**config.mk**
```make
export PLATFORM = sky130hd
export DESIGN_NAME = dglm_top
export DESIGN_NICKNAME = d
export VERILOG_FILES = /design/src/hdl/dglm_pkg.sv /design/src/hdl/dglm_fwd_hold.sv /design/src/hdl/dglm_bc_sampler.sv /design/src/hdl/dglm_top.sv
export SDC_FILE = /design/constraint.sdc
export NUM_CORES = 1
export LEC_CHECK = 0
export ABC_AREA = 1
export CELL_PAD_IN_SITES_DETAIL_PLACEMENT = 1
export CELL_PAD_IN_SITES_GLOBAL_PLACEMENT = 2
export CORE_MARGIN = 4
export CORE_UTILIZATION = 37
export DETAILED_ROUTE_END_ITERATION = 16
export DONT_BUFFER_PORTS = 1
export PLACE_DENSITY = 0.87
export SKIP_LAST_GASP = 1
export SYNTH_ARGS = -nofsm -noshare
export SYNTH_HDL_FRONTEND = slang
export SYNTH_SLANG_ARGS = --single-unit
```
**constraint.sdc**
```tcl
create_clock -name clk -period 7.7 [get_ports clk]
set_input_delay 0.385 -clock clk [delete_from_list [all_inputs] [get_ports clk]]
set_output_delay 0.385 -clock clk [all_outputs]
set_load 0.005 [all_outputs]
```
**src/hdl/dglm_pkg.sv**
```systemverilog
// constants for the pin unit: register offsets, field positions, reset values, timing
// assumes a 100 MHz core clock and an 8-bit register port
package dglm_pkg;
  localparam int          NUM_PINS        = 8;
  localparam int          NUM_PORTS       = 4;
  localparam int          FWD_SIGS        = 4;
  localparam int          BC_SLOTS        = 4;

  localparam logic [7:0]  REG_PIN_STATUS  = 8'h0e;
  localparam logic [7:0]  REG_IN_DISABLE  = 8'h0f;
  localparam logic [7:0]  REG_PIN0_CTRL   = 8'h10;
  localparam logic [7:0]  REG_PIN7_CTRL   = 8'h17;
  localparam logic [7:0]  REG_PORT_SEL    = 8'h4c;
  localparam logic [7:0]  REG_BC_LOW      = 8'h6e;
  localparam logic [7:0]  REG_BC_HIGH     = 8'h6f;
  localparam logic [7:0]  REG_PD_DISABLE  = 8'hbe;

  localparam logic [7:0]  RST_IN_DISABLE  = 8'h00;
  localparam logic [7:0]  RST_PD_DISABLE  = 8'h00;
  localparam logic [7:0]  RST_PIN_CTRL    = 8'h00;
  localparam logic [7:0]  RST_BC_CTRL     = 8'h00;
  localparam logic [1:0]  RST_PORT_SEL    = 2'h0;

  // pin output control fields
  localparam int          PC_OUT_EN       = 0;
  localparam int          PC_LEVEL        = 1;
  localparam int          PC_SRC_LSB      = 2;
  localparam int          PC_PORT_LSB     = 4;
  localparam int          PC_SIG_LSB      = 6;

  localparam logic [1:0]  SRC_LEVEL       = 2'h0;
  localparam logic [1:0]  SRC_FORWARD     = 2'h1;
  localparam logic [1:0]  SRC_FSYNC       = 2'h2;
  localparam logic [1:0]  SRC_AUX         = 2'h3;

  // back slot source codes: 0..7 pins, then the two frame-sync sources
  localparam logic [3:0]  SLOT_INT_FSYNC  = 4'h8;
  localparam logic [3:0]  SLOT_EXT_FSYNC  = 4'h9;
  localparam int          SLOT_SRC_W      = 10;

  // forward update spacing in frames for 1, 2 and 3-4 linked signals
  localparam logic [2:0]  FWD_DIV_ONE     = 3'h1;
  localparam logic [2:0]  FWD_DIV_TWO     = 3'h2;
  localparam logic [2:0]  FWD_DIV_MANY    = 3'h5;

  localparam int          CLK_PERIOD_NS   = 10;
  localparam int          BC_BIT_NS       = 20;
  localparam int          BC_BIT_CYCLES   = (BC_BIT_NS + CLK_PERIOD_NS - 1) / CLK_PERIOD_NS;
  localparam int          BC_FRAME_BITS   = 30;
endpackage

```
**src/hdl/dglm_fwd_hold.sv**
```systemverilog
// holds the forward-channel values of one receive port between updates
// assumes frame_tick pulses once per forward frame, synchronous to clk
`timescale 1ns/10ps
module dglm_fwd_hold
  import dglm_pkg::*;
(
  input  wire logic                clk,
  input  wire logic                rst,
  input  wire logic                frame_tick,
  input  wire logic [2:0]          linked_count,
  input  wire logic [FWD_SIGS-1:0] fwd_value,
  output logic      [FWD_SIGS-1:0] held_value
);
  logic [2:0] frame_cnt;
  logic [2:0] div;

  function automatic logic [2:0] fwd_div(input logic [2:0] count);
    case (count)
      3'h1:    fwd_div = FWD_DIV_ONE;
      3'h2:    fwd_div = FWD_DIV_TWO;
      3'h3,
      3'h4:    fwd_div = FWD_DIV_MANY;
      default: fwd_div = 3'h0;
    endcase
  endfunction

  assign div = fwd_div(linked_count);

  always_ff @(posedge clk or posedge rst)
  begin
    if (rst)
      frame_cnt <= 3'h0;
    else if (div == 3'h0)
      frame_cnt <= 3'h0;
    else if (frame_tick)
    begin
      if (frame_cnt >= div - 3'h1)
        frame_cnt <= 3'h0;
      else
        frame_cnt <= frame_cnt + 3'h1;
    end
  end

  // nothing linked means nothing updates; the last value stays on the pin
  always_ff @(posedge clk or posedge rst)
  begin
    if (rst)
      held_value <= '0;
    else if (frame_tick && div != 3'h0 && frame_cnt >= div - 3'h1)
      held_value <= fwd_value;
  end
endmodule

```
**src/hdl/dglm_bc_sampler.sv**
```systemverilog
// back-channel slot sampler of one receive port: one sample per 30-bit frame
// assumes the link framer picks up bc_slot on the bc_frame pulse
`timescale 1ns/10ps
module dglm_bc_sampler
  import dglm_pkg::*;
#(
  parameter int BIT_CYCLES = BC_BIT_CYCLES
)
(
  input  wire logic                  clk,
  input  wire logic                  rst,
  input  wire logic [4*BC_SLOTS-1:0] slot_sel,
  input  wire logic [SLOT_SRC_W-1:0] sources,
  output logic                       bc_frame,
  output logic      [BC_SLOTS-1:0]   bc_slot
);
  localparam int FRAME_CYCLES = BC_FRAME_BITS * BIT_CYCLES;
  localparam int CW           = $clog2(FRAME_CYCLES + 1);

  logic [CW-1:0] cyc_cnt;
  logic          frame_end;

  assign frame_end = (cyc_cnt == CW'(FRAME_CYCLES - 1));

  always_ff @(posedge clk or posedge rst)
  begin
    if (rst)
      cyc_cnt <= '0;
    else if (frame_end)
      cyc_cnt <= '0;
    else
      cyc_cnt <= cyc_cnt + CW'(1);
  end

  always_ff @(posedge clk or posedge rst)
  begin
    if (rst)
      bc_frame <= 1'b0;
    else
      bc_frame <= frame_end;
  end

  // a code above the source range sends zero rather than a stray bit
  always_ff @(posedge clk or posedge rst)
  begin
    if (rst)
      bc_slot <= '0;
    else if (frame_end)
    begin
      for (int s = 0; s < BC_SLOTS; s++)
      begin
        if (slot_sel[4*s +: 4] < 4'(SLOT_SRC_W))
          bc_slot[s] <= sources[slot_sel[4*s +: 4]];
        else
          bc_slot[s] <= 1'b0;
      end
    end
  end
endmodule

```
**src/hdl/dglm_top.sv**
```systemverilog
// pin unit of the deserializer hub: eight pins, forward-channel mapping,
// back-channel slot mapping and the register port that controls them
// assumes pin inputs and link strobes are synchronous to clk
// Functional notes
// - up to four forward signals per port
// - any forward signal maps to any pin
// - update every 1, 2 or 5 frames
// - all pins start as inputs
// - four back slots per port, any pin
// - one pin may feed several slots
// - back-channel frame is thirty bits long
// - back slots sampled once per frame
// - internal or external frame sync on slots
// - frame sync or aux drives any pin
// - status reads each pin's level; an undriven pin with its input disabled reads low
// - per-pin input and pulldown disable, default on
// - two back-slot registers per receive port
// - input disable bit n is pin n
`timescale 1ns/10ps
module dglm_top
  import dglm_pkg::*;
#(
  parameter int NPORTS     = NUM_PORTS,
  parameter int BIT_CYCLES = BC_BIT_CYCLES
)
(
  input  wire logic                       clk,
  input  wire logic                       rst,
  input  wire logic [7:0]                 reg_addr,
  input  wire logic [7:0]                 reg_wdata,
  input  wire logic                       reg_we,
  input  wire logic                       reg_re,
  output logic      [7:0]                 reg_rdata,
  output logic                            reg_rvalid,
  input  wire logic [NUM_PINS-1:0]        pin_in,
  output logic      [NUM_PINS-1:0]        pin_out,
  output logic      [NUM_PINS-1:0]        pin_oe,
  output logic      [NUM_PINS-1:0]        pin_in_en,
  output logic      [NUM_PINS-1:0]        pin_pd_en,
  input  wire logic [NPORTS-1:0]          fwd_frame,
  input  wire logic [3*NPORTS-1:0]        forward_linked_count,
  input  wire logic [FWD_SIGS*NPORTS-1:0] fwd_value,
  input  wire logic                       frame_sync_signal,
  input  wire logic                       ext_frame_sync,
  input  wire logic                       aux_ctrl,
  output logic      [NPORTS-1:0]          bc_frame,
  output logic      [BC_SLOTS*NPORTS-1:0] bc_slot
);
  logic [7:0]                 in_disable;
  logic [7:0]                 pd_disable;
  logic [7:0]                 pin_ctrl [NUM_PINS];
  logic [7:0]                 bc_low   [NPORTS];
  logic [7:0]                 bc_high  [NPORTS];
  logic [1:0]                 port_sel;
  logic [FWD_SIGS*NPORTS-1:0] fwd_held;
  logic [NUM_PINS-1:0]        pin_level;
  logic [NUM_PINS-1:0]        next_pin_out;
  logic [SLOT_SRC_W-1:0]      slot_sources;
  logic [7:0]                 next_rdata;

  function automatic logic is_pin_ctrl(input logic [7:0] addr);
    is_pin_ctrl = (addr >= REG_PIN0_CTRL) && (addr <= REG_PIN7_CTRL);
  endfunction

  function automatic logic [2:0] pin_index(input logic [7:0] addr);
    logic [7:0] diff;
    diff      = addr - REG_PIN0_CTRL;
    pin_index = diff[2:0];
  endfunction

  // register writes
  always_ff @(posedge clk or posedge rst)
  begin
    if (rst)
    begin
      in_disable <= RST_IN_DISABLE;
      pd_disable <= RST_PD_DISABLE;
      port_sel   <= RST_PORT_SEL;
    end
    else if (reg_we)
    begin
      case (reg_addr)
        REG_IN_DISABLE: in_disable <= reg_wdata;
        REG_PD_DISABLE: pd_disable <= reg_wdata;
        REG_PORT_SEL:   port_sel   <= reg_wdata[1:0];
        default:        ;
      endcase
    end
  end

  always_ff @(posedge clk or posedge rst)
  begin
    if (rst)
    begin
      for (int i = 0; i < NUM_PINS; i++)
        pin_ctrl[i] <= RST_PIN_CTRL;
    end
    else if (reg_we && is_pin_ctrl(reg_addr))
      pin_ctrl[pin_index(reg_addr)] <= reg_wdata;
  end

  // the port select picks which receive port's slot pair the two offsets reach
  always_ff @(posedge clk or posedge rst)
  begin
    if (rst)
    begin
      for (int p = 0; p < NPORTS; p++)
      begin
        bc_low[p]  <= RST_BC_CTRL;
        bc_high[p] <= RST_BC_CTRL;
      end
    end
    else if (reg_we && int'(port_sel) < NPORTS)
    begin
      if (reg_addr == REG_BC_LOW)
        bc_low[port_sel] <= reg_wdata;
      else if (reg_addr == REG_BC_HIGH)
        bc_high[port_sel] <= reg_wdata;
    end
  end

  // register reads, one cycle after the strobe; unmapped offsets read zero
  always_comb
  begin
    next_rdata = 8'h00;
    if (is_pin_ctrl(reg_addr))
      next_rdata = pin_ctrl[pin_index(reg_addr)];
    else
    begin
      case (reg_addr)
        REG_PIN_STATUS: next_rdata = pin_level;
        REG_IN_DISABLE: next_rdata = in_disable;
        REG_PD_DISABLE: next_rdata = pd_disable;
        REG_PORT_SEL:   next_rdata = {6'h00, port_sel};
        REG_BC_LOW:     next_rdata = (int'(port_sel) < NPORTS) ? bc_low[port_sel] : 8'h00;
        REG_BC_HIGH:    next_rdata = (int'(port_sel) < NPORTS) ? bc_high[port_sel] : 8'h00;
        default:        next_rdata = 8'h00;
      endcase
    end
  end

  always_ff @(posedge clk or posedge rst)
  begin
    if (rst)
    begin
      reg_rdata  <= 8'h00;
      reg_rvalid <= 1'b0;
    end
    else
    begin
      reg_rvalid <= reg_re;
      if (reg_re)
        reg_rdata <= next_rdata;
    end
  end

  // forward channel: one holder per receive port
  for (genvar p = 0; p < NPORTS; p++)
  begin : g_fwd
    dglm_fwd_hold u_hold
    (
      .clk          (clk),
      .rst          (rst),
      .frame_tick   (fwd_frame[p]),
      .linked_count (forward_linked_count[3*p +: 3]),
      .fwd_value    (fwd_value[FWD_SIGS*p +: FWD_SIGS]),
      .held_value   (fwd_held[FWD_SIGS*p +: FWD_SIGS])
    );
  end

  // output source per pin
  always_comb
  begin
    next_pin_out = '0;
    for (int i = 0; i < NUM_PINS; i++)
    begin
      case (pin_ctrl[i][PC_SRC_LSB +: 2])
        SRC_LEVEL:   next_pin_out[i] = pin_ctrl[i][PC_LEVEL];
        SRC_FORWARD:
        begin
          if (int'(pin_ctrl[i][PC_PORT_LSB +: 2]) < NPORTS)
            next_pin_out[i] = fwd_held[FWD_SIGS * int'(pin_ctrl[i][PC_PORT_LSB +: 2])
                                       + int'(pin_ctrl[i][PC_SIG_LSB +: 2])];
          else
            next_pin_out[i] = 1'b0;
        end
        SRC_FSYNC:   next_pin_out[i] = frame_sync_signal;
        SRC_AUX:     next_pin_out[i] = aux_ctrl;
        default:     next_pin_out[i] = 1'b0;
      endcase
    end
  end

  // the driver only turns on once the input path is off; when the input path turns back on,
  // the driver stays on one cycle longer, so the pin is then driven and sampled together
  always_ff @(posedge clk or posedge rst)
  begin
    if (rst)
    begin
      pin_out <= '0;
      pin_oe  <= '0;
    end
    else
    begin
      pin_out <= next_pin_out;
      for (int i = 0; i < NUM_PINS; i++)
        pin_oe[i] <= pin_ctrl[i][PC_OUT_EN] & in_disable[i];
    end
  end

  assign pin_in_en = ~in_disable;
  assign pin_pd_en = ~pd_disable;

  // a driven pin reads back what it drives; a disabled input reads low
  always_comb
  begin
    for (int i = 0; i < NUM_PINS; i++)
      pin_level[i] = pin_oe[i] ? pin_out[i] : (pin_in[i] & ~in_disable[i]);
  end

  assign slot_sources = {ext_frame_sync, frame_sync_signal, pin_level};

  // back channel: one sampler per receive port
  for (genvar p = 0; p < NPORTS; p++)
  begin : g_bc
    dglm_bc_sampler #(.BIT_CYCLES(BIT_CYCLES)) u_bc
    (
      .clk      (clk),
      .rst      (rst),
      .slot_sel ({bc_high[p], bc_low[p]}),
      .sources  (slot_sources),
      .bc_frame (bc_frame[p]),
      .bc_slot  (bc_slot[BC_SLOTS*p +: BC_SLOTS])
    );
  end
endmodule

```
==> impl_metrics.ini <==
[status]
status = complete, no violations

[floorplan]
core_um2 = 37700
design.die.area_um2 = 41400
die_h_um = 204
die_x_um = 204
initial_core_util = 0.376
pin_count = 124
rows = 71

[drt]
via_per_inst = 5.71
drtPass1Iterations = 7
route.detailed.drc = 0
routedWlPerCell_um = 22.5
drt_wl_total_um = 55200
first_iter_violations = 966
num_vias = 14000
antenna_left = 0

[pwr]
p_per_area_nw_per_um2 = 239
peakVddDrop_mv = 0.156
p_int_mw = 2.62
power_switching_mw = 1.16
power.clock.fraction = 0.433
combPwrFrac = 0.164
p_seq_frac = 0.403
p_leak_nw = 7.03
fin_total_pwr_mw = 3.79
switching_share = 0.308

[final_layout]
final_common_cell = nand2_1
drive_gt1_frac = 0.0510
fin_nets = 2008
finalInstanceArea_um2 = 15900
area_growth_pct = 12.2
final_cell_mix = nand2_1, nand3_1, dfrtp_1, o21ai_0, inv_1
n_antenna_cell = 0

[synth]
yosys_warnings = 0
synth_edf_count = 0
avgSynthCellArea_um2 = 7.25
mappedNetlistArea_um2 = 14100
syn_nets = 2041
seq_area_frac_synth = 0.430
synth_cells = 1950
ys_types = 36
async_flop_share = 1.00
synthFlopType = dfrtp_1
ys_seq_elements = 243

[timing]
period_share = 0.319
fmax_ghz = 0.407
setup_viol = 0
clock_skew_ns = 0.0123
finalCriticalPeriod_ns = 2.45
finalSetupTns_ns = 0
whs_ns = 0.0188
maxSlewViolCount = 0
hold_viol_final = 0
relSlewSlack = 0.293
rsz0062_at_grt = false
worst_pin_slew_ns = 1.06

[place]
place_area_um2 = 14400
dpl.hpwl_um = 38700
gp_congestion = 0.937
numPortBuffers = 0

[flow_run]
drv_cap = 0

[cts]
cts_root_buffer = clkbuf_16
clock_latency_ns = 0.58
cts_tree = built
numCtsBuffers = 30
post_cts_buffers = 0
clkSinkCount = 243
cts_resized = 0
cts_buffer_depth = 3
ctsHtreeMaxLevel = 1
ctsHoldBuffers = 28
clk_pin_slew_ns = 0.06

[min_path]
holdPathStages = 2
hp-class = in -> reg

[global_route]
grt_start_max_net_pins = 120
grt_use_total = 0.264
grt_pass1_wl_um = 85500
grt_overflow = 0
antenna_found_initial = 1
grt_pass1_vias = 14500

[worst_setup_path]
worstPathArrival_ns = 2.93
crit_fanout = 12
end_kind = flop
start_kind = flop
path_class = reg -> reg
ff2ff_path_depth = 10
crit_required_ns = 8.17
through the flow:
| stage | utilization | setup slack (ns) | cells |
|---|---|---|---|
| 2_1_floorplan | - | 0.642 | 1950 |
| 5_1_grt | 0.421 | 5.05 | 2452 |
| 3_5_place_dp | 0.383 | 5.13 | 2368 |
| 4_1_cts | 0.421 | 5.31 | 2452 |
| 3_3_place_gp | 0.383 | 5.21 | 2368 |
| 6_report | 0.421 | 5.25 | 2452 |
worst max-delay path, cell delays in order, from the launching register on:
cell	delay, ns
dfrtp_1	0.44
nor2_1	0.75
inv_1	0.31
nor2_1	0.19
a21oi_1	0.06
nand2_1	0.10
nor2_1	0.04
nor2_1	0.14
nand3b_1	0.18
nand2_1	0.09
nand2_1	0.05
final cells by class:
type	count	area, µm²
Sequential cell	243	6080
Multi-Input combinational cell	1411	6920
Fill cell	4742	21800
Tap cell	511	639
Timing Repair Buffer	34	325
Clock inverter	15	263
Clock buffer	41	893
Inverter	197	747
synth_stat cells (3+ instances only):
cell type | count | area [µm²]
o211ai_1 | 37 | 278
a21oi_1 | 91 | 455
o21ai_0 | 221 | 1110
buf_2 | 11 | 55.1
nand3_1 | 255 | 1280
o21bai_1 | 3 | 22.5
nor3_1 | 18 | 90.1
o21ai_1 | 65 | 325
nor2_2 | 3 | 18.8
a31oi_1 | 5 | 31.3
inv_1 | 182 | 683
nor2_4 | 4 | 45.0
o21a_1 | 5 | 37.5
o22ai_1 | 13 | 81.3
ha_1 | 28 | 350
buf_4 | 5 | 37.5
clkinv_1 | 12 | 45.0
mux2_2 | 8 | 90.1
dfrtp_1 | 243 | 6080
a22oi_1 | 13 | 97.6
or2_2 | 5 | 31.3
xor2_1 | 7 | 61.3
inv_2 | 3 | 11.3
clkbuf_1 | 82 | 308
nor2_1 | 109 | 409
nand4_1 | 17 | 106
nand2_1 | 474 | 1780
nand2_2 | 12 | 75.1
nand3b_1 | 11 | 82.6
registers in the layout (all words and copies together), names as in the netlist:
signal,cells
pin_out,8
g_bc.u_bc.cyc_cnt,24
g_bc.u_bc.bc_slot,16
reg_rdata,8
pin_oe,8
g_bc.u_bc.bc_frame,4
bc_high,32
reg_rvalid,1
pd_disable,8
g_fwd.u_hold.held_value,16
bc_low,32
g_fwd.u_hold.frame_cnt,12
in_disable,8
pin_ctrl,64
port_sel,2
per-layer routing:
layer / part of all wire / wire [µm] / up-vias / global-route usage
met1: 0.41 / 22800 / 6956 / 0.339
met2: 0.48 / 26400 / 449 / 0.445
met5: 0.00024 / 13 / - / 0
met4: 0.040 / 2220 / 2 / 0.0961
met3: 0.068 / 3740 / 128 / 0.0495
li1: - / - / 6459 / -
power by group through the flow:
stage | logic [mW] | clock network (mW) | registers, mW
CTS | 0.628 | 1.67 | 1.53
floorplan | 0.451 | 0 | 1.46
global placement | 0.590 | 0 | 1.55
detailed placement | 0.611 | 0 | 1.55
finish | 0.622 | 1.64 | 1.53
global route | 0.706 | 1.73 | 1.54
worst paths after layout:
path | startpoint | to | slack, ns
setup / recovery | port_sel[1]$_DFFE_PP0P_ | reg_rdata[1]$_DFFE_PP0P_ | 5.25
hold / removal | fwd_frame[1] | g_fwd[1].u_hold.frame_cnt[2]$_DFFE_PP0P_ | 0.02
setup reg to reg | port_sel[1]$_DFFE_PP0P_ | reg_rdata[1]$_DFFE_PP0P_ | 5.25
hold reg to reg | g_bc[2].u_bc.cyc_cnt[0]$_DFF_PP0_ | g_bc[2].u_bc.cyc_cnt[0]$_DFF_PP0_ | 0.47
max in group asynchronous | rst | pin_ctrl[25]$_DFFE_PP0P_ | 5.67
min in group asynchronous | rst | g_bc[2].u_bc.cyc_cnt[2]$_DFF_PP0_ | 0.48
kinds of logic (layout without fill, tap and decap cells):
| group | after synthesis | after routing | synth area share |
|---|---|---|---|
| AND/OR/NAND/NOR | 912 | 912 | 0.280 |
| AO/OA/AOI/OAI | 456 | 456 | 0.174 |
| buffers and inverters | 296 | 287 | 0.0808 |
| flip-flops | 243 | 243 | 0.430 |
| adder cells (fa/ha/maj) | 28 | 28 | 0.0248 |
| multiplexers | 8 | 8 | 0.00637 |
| XOR/XNOR | 7 | 7 | 0.00433 |
(Power assumes the default switching activity.)
